## src/verilog/sfp_defines.svh

```systemverilog
// Timing counts, widths and polarity defaults of the slave FIFO port
`ifndef SFP_DEFINES_SVH
`define SFP_DEFINES_SVH
`define SFP_ADDR_SETUP_NS 25
`define SFP_CLK_PERIOD_NS 50
`define SFP_ADDR_SETUP_CYC \
    ((`SFP_ADDR_SETUP_NS + `SFP_CLK_PERIOD_NS - 1) / `SFP_CLK_PERIOD_NS)
`define SFP_NUM_FIFOS 4
`define SFP_DATA_W 16
`define SFP_DEPTH 64
`define SFP_POL_RESET 6'h00
`define SFP_POL_SEL 0
`define SFP_POL_OE 1
`define SFP_POL_RD 2
`define SFP_POL_WR 3
`define SFP_POL_PKT 4
`define SFP_POL_FLAG 5
`endif

```

## src/verilog/sfp_pkg.sv

```systemverilog
// Types of the slave FIFO port
package sfp_pkg;
    typedef enum logic [1:0] {
        SFP_IDLE,
        SFP_READ,
        SFP_WRITE
    } sfp_op_t;
endpackage

```

## src/verilog/sfp_endpoint.sv

```systemverilog
// One endpoint FIFO: storage, pointers, count and commit logic
`include "sfp_defines.svh"
module sfp_endpoint #(
    parameter int DATA_W = `SFP_DATA_W,
    parameter int DEPTH = `SFP_DEPTH,
    parameter int AW = $clog2(DEPTH)
) (
    // Clock and reset
    input wire logic core_clk_i,
    input wire logic rst_n_i,
    // Strobes already qualified by edge; read and write also by select
    input wire logic wr_i,
    input wire logic rd_i,
    input wire logic commit_i,
    input wire logic edge_i,
    input wire logic [DATA_W-1:0] wdata_i,
    // Auto commit setup
    input wire logic auto_mode_i,
    input wire logic [AW:0] auto_len_i,
    // State
    output logic [DATA_W-1:0] head_o,
    output logic empty_o,
    output logic full_o,
    output logic commit_o,
    output logic drop_o
);
    typedef struct packed {
        logic [AW-1:0] wp;
        logic [AW-1:0] rp;
        logic [AW:0] cnt;
        logic [AW:0] pkt;
        logic auto_last;
        logic empty;
        logic full;
        logic commit;
        logic drop;
    } sfp_ep_t;

    logic [DATA_W-1:0] mem [DEPTH];
    sfp_ep_t s_r, s_nxt;
    logic do_wr, do_rd;

    assign do_wr = wr_i && !s_r.full;
    assign do_rd = rd_i && !s_r.empty;
    assign head_o = mem[s_r.rp]; // Prefetched word at pointer
    assign empty_o = s_r.empty;
    assign full_o = s_r.full;
    assign commit_o = s_r.commit;
    assign drop_o = s_r.drop;

    // Storage written on every accepted write edge
    always_ff @(posedge core_clk_i) begin
        if (do_wr) begin
            mem[s_r.wp] <= wdata_i;
        end
    end

    // Pointers, count and packet commit
    always_comb begin
        logic [AW:0] c;
        logic [AW:0] p;
        c = s_r.cnt;
        p = s_r.pkt;
        s_nxt = s_r;
        s_nxt.commit = 1'b0;
        s_nxt.drop = 1'b0;
        // An auto close guards only the next link edge, however far off
        if (edge_i) begin
            s_nxt.auto_last = 1'b0;
        end
        if (do_wr) begin
            s_nxt.wp = s_r.wp + 1'b1;
            p = p + 1'b1;
        end
        if (do_rd) begin
            s_nxt.rp = s_r.rp + 1'b1;
        end
        c = c + (AW + 1)'(do_wr) - (AW + 1)'(do_rd);
        if (auto_mode_i && do_wr && p >= auto_len_i) begin
            // Auto packet closes; a commit on this edge is swallowed
            s_nxt.commit = 1'b1;
            s_nxt.auto_last = 1'b1;
            s_nxt.drop = commit_i;
            p = '0;
        end else if (commit_i) begin
            // Same-edge word already counted in p
            if (s_r.auto_last && p <= (AW + 1)'(1)) begin
                s_nxt.drop = 1'b1;
            end else begin
                s_nxt.commit = 1'b1;
            end
            p = '0;
        end
        s_nxt.cnt = c;
        s_nxt.pkt = p;
        s_nxt.empty = (c == '0); // Flags follow the pointers
        s_nxt.full = (c == (AW + 1)'(DEPTH));
    end

    always_ff @(posedge core_clk_i or negedge rst_n_i) begin
        if (!rst_n_i) begin
            s_r <= '{empty: 1'b1, default: '0};
        end else begin
            s_r <= s_nxt;
        end
    end
endmodule

```

## src/verilog/sfp_port.sv

```systemverilog
// Slave FIFO port top: pin sampling, polarity, select and bus drive
`include "sfp_defines.svh"
module sfp_port #(
    parameter int DATA_W = `SFP_DATA_W,
    parameter int DEPTH = `SFP_DEPTH,
    parameter int NUM_FIFOS = `SFP_NUM_FIFOS,
    parameter int AW = $clog2(DEPTH),
    parameter int SW = $clog2(NUM_FIFOS)
) (
    // Clock and reset
    input wire logic core_clk_i,
    input wire logic rst_n_i,
    // Link pins from the external master
    input wire logic interface_clock_i,
    input wire logic port_select_n_i,
    input wire logic bus_output_enable_i,
    input wire logic fifo_read_strobe_i,
    input wire logic fifo_write_strobe_i,
    input wire logic packet_commit_strobe_i,
    input wire logic [SW-1:0] fifo_select_lines_i,
    // Data bus as three signals
    input wire logic [DATA_W-1:0] data_i,
    output logic [DATA_W-1:0] data_o,
    output logic data_oe_o,
    // Static configuration
    input wire logic [5:0] polarity_i,
    input wire logic [NUM_FIFOS-1:0] auto_mode_i,
    input wire logic [AW:0] auto_commit_length_i,
    // Status flags and packet events
    output logic [NUM_FIFOS-1:0] empty_flag_o,
    output logic [NUM_FIFOS-1:0] full_flag_o,
    output logic [NUM_FIFOS-1:0] commit_o,
    output logic [NUM_FIFOS-1:0] drop_o
);
    localparam int NP = 7 + SW + DATA_W;

    // ------------------------------------------------------------
    // State
    // ------------------------------------------------------------
    typedef struct packed {
        logic [NP-1:0] s1;
        logic [NP-1:0] s2;
        logic clk_d;
        sfp_pkg::sfp_op_t op;
        logic [DATA_W-1:0] dout;
        logic oe;
        logic [NUM_FIFOS-1:0] emp;
        logic [NUM_FIFOS-1:0] ful;
        logic [NUM_FIFOS-1:0] cm;
        logic [NUM_FIFOS-1:0] dr;
    } sfp_top_t;

    sfp_top_t s_r, s_nxt;
    logic [NP-1:0] raw;
    logic edge_q;
    logic sel, oe_act, rd_act, wr_act, pk_act;
    logic [SW-1:0] fsel;
    logic [DATA_W-1:0] wdat;
    logic [DATA_W-1:0] head [NUM_FIFOS];
    logic [NUM_FIFOS-1:0] emp, ful, cm, dr;
    logic [NUM_FIFOS-1:0] wr_v, rd_v, pk_v;

    // All pins arrive from the master's domain: two flops before use
    assign raw = {interface_clock_i, port_select_n_i, bus_output_enable_i,
                  fifo_read_strobe_i, fifo_write_strobe_i,
                  packet_commit_strobe_i, 1'b0, fifo_select_lines_i,
                  data_i};

    // Decode synchronised pins; xor with polarity bit gives active level, inverted again for the low-active select
    assign edge_q = s_r.s2[NP-1] && !s_r.clk_d;
    assign sel = !(s_r.s2[NP-2] ^ polarity_i[`SFP_POL_SEL]);
    assign oe_act = s_r.s2[NP-3] ^ polarity_i[`SFP_POL_OE];
    assign rd_act = s_r.s2[NP-4] ^ polarity_i[`SFP_POL_RD];
    assign wr_act = s_r.s2[NP-5] ^ polarity_i[`SFP_POL_WR];
    assign pk_act = s_r.s2[NP-6] ^ polarity_i[`SFP_POL_PKT];
    assign fsel = s_r.s2[DATA_W+SW-1:DATA_W];
    assign wdat = s_r.s2[DATA_W-1:0];

    // Qualify strobes: select tied low (high with its polarity bit set) keeps the port selected
    always_comb begin
        for (int i = 0; i < NUM_FIFOS; i++) begin
            wr_v[i] = edge_q && sel && wr_act && fsel == SW'(i);
            rd_v[i] = edge_q && sel && rd_act && fsel == SW'(i);
            // Address held during commit is the one sampled
            pk_v[i] = edge_q && pk_act && fsel == SW'(i);
        end
    end

    // ------------------------------------------------------------
    // Endpoints, one per select address
    // ------------------------------------------------------------
    for (genvar g = 0; g < NUM_FIFOS; g++) begin : g_ep
        sfp_endpoint #(
            .DATA_W(DATA_W),
            .DEPTH(DEPTH),
            .AW(AW)
        ) u_ep (
            .core_clk_i(core_clk_i),
            .rst_n_i(rst_n_i),
            .wr_i(wr_v[g]),
            .rd_i(rd_v[g]),
            .commit_i(pk_v[g]),
            .edge_i(edge_q),
            .wdata_i(wdat),
            .auto_mode_i(auto_mode_i[g]),
            .auto_len_i(auto_commit_length_i),
            .head_o(head[g]),
            .empty_o(emp[g]),
            .full_o(ful[g]),
            .commit_o(cm[g]),
            .drop_o(dr[g])
        );
    end

    // Next state; head already reflects the advanced pointer
    always_comb begin
        s_nxt = s_r;
        s_nxt.s1 = raw;
        s_nxt.s2 = s_r.s1;
        s_nxt.clk_d = s_r.s2[NP-1];
        if (edge_q) begin
            s_nxt.op = (sel && rd_act) ? sfp_pkg::SFP_READ :
                       (sel && wr_act) ? sfp_pkg::SFP_WRITE :
                       sfp_pkg::SFP_IDLE;
        end
        s_nxt.dout = head[fsel]; // Prefetched word, no advance
        s_nxt.oe = oe_act; // Drive only under output enable
        s_nxt.emp = emp ^ {NUM_FIFOS{polarity_i[`SFP_POL_FLAG]}};
        s_nxt.ful = ful ^ {NUM_FIFOS{polarity_i[`SFP_POL_FLAG]}};
        s_nxt.cm = cm;
        s_nxt.dr = dr;
    end

    // Register all state
    always_ff @(posedge core_clk_i or negedge rst_n_i) begin
        if (!rst_n_i) begin
            s_r <= '{op: sfp_pkg::SFP_IDLE, emp: '1, default: '0};
        end else begin
            s_r <= s_nxt;
        end
    end

    // Outputs straight from flops
    assign data_o = s_r.dout;
    assign data_oe_o = s_r.oe;
    assign empty_flag_o = s_r.emp;
    assign full_flag_o = s_r.ful;
    assign commit_o = s_r.cm;
    assign drop_o = s_r.dr;
endmodule

```

## config.mk

```make
export PLATFORM = sky130hd
export DESIGN_NAME = sfp_port
export DESIGN_NICKNAME = d
export VERILOG_FILES = /design/src/verilog/sfp_pkg.sv /design/src/verilog/sfp_endpoint.sv /design/src/verilog/sfp_port.sv
export VERILOG_INCLUDE_DIRS = /design/src /design/src/verilog
export SDC_FILE = /design/constraint.sdc
export NUM_CORES = 2
export LEC_CHECK = 0
export ABC_AREA = 1
export BUFFER_PORTS_ARGS = -buffer_cell sky130_fd_sc_hd__buf_2
export CAP_MARGIN = 20
export CORE_AREA = 2 2 833 835
export CTS_CLUSTER_SIZE = 25
export DETAILED_ROUTE_END_ITERATION = 10
export DIE_AREA = 0 0 835 837
export SETUP_SLACK_MARGIN = 0.02
export SYNTH_ARGS = -nofsm -noshare
export SYNTH_HDL_FRONTEND = slang
export SYNTH_HIERARCHICAL = 1
export SYNTH_SLANG_ARGS = --single-unit
```

## constraint.sdc

```tcl
create_clock -name core_clk_i -period 4 [get_ports core_clk_i]
set_clock_uncertainty 0.1 [all_clocks]
set_input_delay 0.2 -clock core_clk_i [delete_from_list [all_inputs] [get_ports core_clk_i]]
set_output_delay 0.2 -clock core_clk_i [all_outputs]
set_load 0.02 [all_outputs]
```

After elaboration in Yosys (flattened, before gate mapping)
Memories as Yosys holds them, arrays and structs flattened. Cells that the tools add are included.

Add/sub/neg operators: 20. $lt $le $gt $ge: 9. Eq/ne operators: 7. Mux-type cells: 44. Bitwise operators: 8. Reductions and logical operators: 56.

Operators with widths (number): $mux W7 (12); $add A6 B1 Y6 const B (8); $logic_and A1 B1 Y1 (37); $bmux W16 S2 (1); $mux W16 (2); $add A7 B1 Y7 (4); $add A7 B1 Y7 const B (4); $eq A7 B7 Y1 const B (4); $ge A7 B7 Y1 (4); $le A7 B1 Y1 const B (4); $logic_not A7 Y1 (4); $sub A7 B1 Y7 (4); $mux W1 (21); $mux W2 (8); $logic_not A1 Y1 (10); $reduce_bool A2 Y1 (4); $xor A4 B4 Y4 (2); $xor A1 B1 Y1 (5); $eq A2 B2 Y1 const B (2); $ge A3 B3 Y1 const B (1); $not A2 Y3 (1); $eq A2 B1 Y1 const B (1); $logic_not A2 Y1 (1).

Flip-flop bits (word level): 206. Memory bits (writable): 4096. Input bits: 43. Output and inout port bits: 33. Logic and storage cells: 193. Memories kept: 4.

Memory list: g_ep[0].u_ep.mem (depth 64, width 16, rd ports 1, clocked after memory_dff 0, write ports 1, line sfp_endpoint.sv:39) `logic [DATA_W-1:0] mem [DEPTH];`; g_ep[1].u_ep.mem (depth 64, width 16, rd ports 1, clocked after memory_dff 0, write ports 1, line sfp_endpoint.sv:39); g_ep[2].u_ep.mem (depth 64, width 16, rd ports 1, clocked after memory_dff 0, write ports 1, line sfp_endpoint.sv:39); g_ep[3].u_ep.mem (depth 64, width 16, rd ports 1, clocked after memory_dff 0, write ports 1, line sfp_endpoint.sv:39).

Longest topological paths before layout
Depth after elaboration: 12. Depth in mapped cells: 20. Mapped depth without buffers: 20.

By module
Netlist, hierarchy kept.

Modules (own cells, without submodules): sfp_endpoint (g_ep[0].u_ep ...) (instances 2, cells an instance 3188, area an instance 42076.6 sq um, seq. area each 31526.5 sq um); sfp_endpoint (g_ep[2].u_ep) (instances 1, cells an instance 3465, area an instance 42688.4 sq um, seq. area each 31526.5 sq um); sfp_endpoint (g_ep[3].u_ep) (instances 1, cells an instance 3259, area an instance 42050.3 sq um, seq. area each 31526.5 sq um); sfp_port (instances 1, cells an instance 250, area an instance 2957.8 sq um, seq. area each 2057.0 sq um).

Least setup slack after synthesis
No wires, ideal clock.

Path type: reg2reg. Start point: register, netlist name s_r[36]. End point: memory g_ep[0].u_ep/mem[0][0] (netlist name) (data pin). Arrival time: 3.169 ns. Required time: 3.099 ns. Path slack: -0.069 ns. Cell stages (with the launch flop): 1. Clock period less this slack: 4.069 ns. Path through: dfrtp_1.

RTL lines (line): to (decl) (sfp_endpoint.sv:39).

==> impl_metrics.json <==
{
  "status": "completed",
  "final_area_mm2": 0.1989,
  "wl_per_cell_um": 21.04,
  "r2r_end": "g_ep[1].u_ep/s_r[5]",
  "wl_um": 487200,
  "ys.warnings.count": 6,
  "synth_area_mm2": 0.1718,
  "io_pins": 76,
  "synthTopCellsByArea": "edfxtp_1 72%, nor2_1 5.7%, o21ai_0 5.0%",
  "syn_area_per_cell_um2": 12.87,
  "vdd.ir_drop.worst_mv": 0.7010,
  "finalCritPeriodShare_pct": 92.92,
  "timing.fmax_ghz": 0.2691,
  "setup_viol": 0,
  "path_cells": "inv_1, nor2_2, nand3_1, buf_4, nor3_2, nand2_1, buf_4, xor2_1, ha_1, o21ai_0, nand2_1, a21oi_1, nand2_1, nand2_1, nand2_1, nand2_1, nand2_2, a21oi_1, dlygate4sd3_1",
  "setup_tns_ns": 0,
  "vias_per_cell": 4.751,
  "crit_top_cell": "nand2_1",
  "yosys.area.top_type": "edfxtp_1",
  "cp.depth": 19,
  "cp-end-kind": "register",
  "syn_to_final_growth_pct": 15.74,
  "post-place-ws_ns": 0.2417,
  "htree_levels": 5,
  "crit_path_max_incr_delay_ns": 0.58,
  "ys_types": 42,
  "row_count": 305,
  "critPathMaxFanout": 9,
  "fin_nets": 13670,
  "cpMaxStageDelayCell": "dlygate4sd3_1",
  "clk_pin_slew_ns": 0.07,
  "p_leak_nw": 64.06,
  "hold_viol": 0,
  "clock-sinks": 4302,
  "slew_headroom_pct": 20.23,
  "place_area_mm2": 0.1847,
  "drc": 0,
  "die-area_mm2": 0.6989,
  "clock_latency_ns": 1.02,
  "startpoint": "s_nxt[35]",
  "worstPathArrival_ns": 4.60,
  "grt_use_total_pct": 13.19,
  "dp_cells": 22290,
  "synth.most_common_cell": "edfxtp_1",
  "crit_type": "register to register",
  "ys_ff_latch": 4302,
  "timing.rr.start": "s_nxt[35]",
  "worst_slew_pin_slew_ns": 1.197,
  "start_util_pct": 24.95,
  "rr_worst_depth": 19,
  "die_w_um": 835,
  "drt_pass1_iterations": 6,
  "postRouteAntennaNets": 0,
  "overflow": 0,
  "r2r_slack_ns": 0.28,
  "grt_pass1_vias": 102600,
  "ys.flop_type": "edfxtp_1",
  "cts_made_buffers": 418,
  "slew_viol_final": 0,
  "power_density_mw_per_mm2": 648.6,
  "synth_common_cells": "4096 x edfxtp_1, 2608 x nor2_1, 1709 x o21ai_0, 1140 x nand2_1, 648 x o22ai_1",
  "synth-edff-count": 4096,
  "grt_max_degree": 199,
  "hold_path_class": "primary input to register",
  "synth-async-reset-ratio_pct": 4.788,
  "core_mm2": 0.6888,
  "timing.final.ws_setup_ns": 0.2833,
  "cts_buffer_depth": 4,
  "cap_violations": 0,
  "holdWs_ns": 0.03113,
  "drt_iter0_drc": 12660,
  "min_period_ns": 3.717,
  "crit_family": "simple AND/OR/NAND/NOR gates",
  "synth_cells": 13350,
  "vias": 110000,
  "cts_tree": "done",
  "fin_cells": 23160,
  "ys_seq_area_share_pct": 74.58,
  "antenna_found_initial": 38,
  "grt_pass1_wl_um": 707500,
  "cts-root-buf": "clkbuf_16",
  "crit_buf_inv": 4,
  "required_ns": 4.88,
  "die_y_um": 837,
  "portBuffers": 75,
  "gp_congestion": 0.8576,
  "drive_gt1_share_pct": 9.442,
  "synth_nets": 13450,
  "endpoint": "g_ep[1].u_ep/s_r[5]",
  "post-dp-hpwl_um": 284400,
  "setup.worst_path.start_class": "register",
  "rsz0062_at_grt": "false",
  "synth.top_cell.area_share_pct": 71.57
}
## layout by cell type (no fill, tap or decap), drive strengths merged
cell and n:
nand2 1146, buf 632, dlygate4sd3 68, clkinvlp 10
inv 240, xnor2 9, or2 5, o22ai 648
ha 56, o221ai 150, mux2i 10, a21oi 196
nor2 2616, o21bai 12, o21ai 2103, bufinv 31
nand4 67, nor3 23, edfxtp 4096, dfstp 8
diode 23, nand3b 16, clkinv 191, nor4 6
clkbuf 543, dfrtp 198, o211ai 234, nand3 536
xor2 72, fa 4, a31oi 1
## worst min-delay path by stage
stage / from / endpoint / slack, ns / depth (start not counted)
after detailed placement: rst_n_i / data_oe_o / 0.07 / 1
after global placement: rst_n_i / data_oe_o / 0.07 / 1
final: auto_mode_i[0] / g_ep[0].u_ep/s_r[5] / 0.03 / 4
after CTS: polarity_i[2] / g_ep[1].u_ep/s_r[20] / 0.05 / 10
after global routing: auto_mode_i[0] / g_ep[0].u_ep/s_r[9] / 0.13 / 4
after floorplan: rst_n_i / commit_o[0] / -0.20 / 0
## through the flow
| stage | utilization [%] | total power, mW |
|---|---|---|
| after global routing | 28.87 | 134.7 |
| after detailed placement | 26.82 | 90.55 |
| after floorplan | - | 76.61 |
| after CTS | 28.87 | 129.5 |
| after global placement | 26.82 | 90.20 |
| final | 28.88 | 129.0 |
## sequential cells by signal, indices dropped and copies added (netlist names)
signal	cells
data_o	16
g_ep.u_ep/drop_o	4
g_ep.u_ep/full_o	4
g_ep.u_ep/s_r	108
data_oe_o	1
commit_o	4
s_r	22
g_ep.u_ep/empty_o	4
s_nxt	25
g_ep.u_ep/mem	4096
fsel	2
empty_flag_o	4
g_ep.u_ep/commit_o	4
drop_o	4
full_flag_o	4
## power by group
| group | internal, mW | switching (mW) |
|---|---|---|
| combinational | 11.1 | 27.6 |
| clock | 21.8 | 17.2 |
| sequential | 49.9 | 1.40 |
| total | 82.8 | 46.2 |
## metal layers
| metal | wire, um | GRT usage [%] |
|---|---|---|
| met1 | 209600 | 18.92 |
| met2 | 219300 | 20.45 |
| met3 | 44210 | 2.334 |
| met4 | 13940 | 3.772 |
| met5 | 90 | 0 |
## what timing repair did
action | 4_1_cts | 5_1_grt
hold buffers | 69 | 0
gates resized for setup | 0 | 2
buffers inserted | 0 | 0
endpoints found under the setup margin | 0 | 6
endpoints found under the hold margin | 278 | 0
## cell type report
class | count | area, um2
clock buffers | 543 | 11200
flip-flops and latches | 4302 | 128300
diodes | 23 | 57.56
multi-input cells | 7910 | 38020
inverters | 234 | 945.9
clock inverters | 238 | 2215
fillers | 69140 | 489900
repair buffers | 700 | 6669
well taps | 9210 | 11520
## logic make-up after synthesis
group / share of synthesized area, %
fa+ha+maj: 0.4543
simple gates: 10.24
buf+inv: 3.321
compound gates: 10.93
mux: 0.05825
xor+xnor: 0.4128
flops: 74.58
## worst min-delay path: stages
cell and delay [ns]:
buf_2 0.09, inv_1 0.34, nor2_1 0.28, a21oi_1 0.18
No activity file was read; power rests on OpenSTA's default activity.
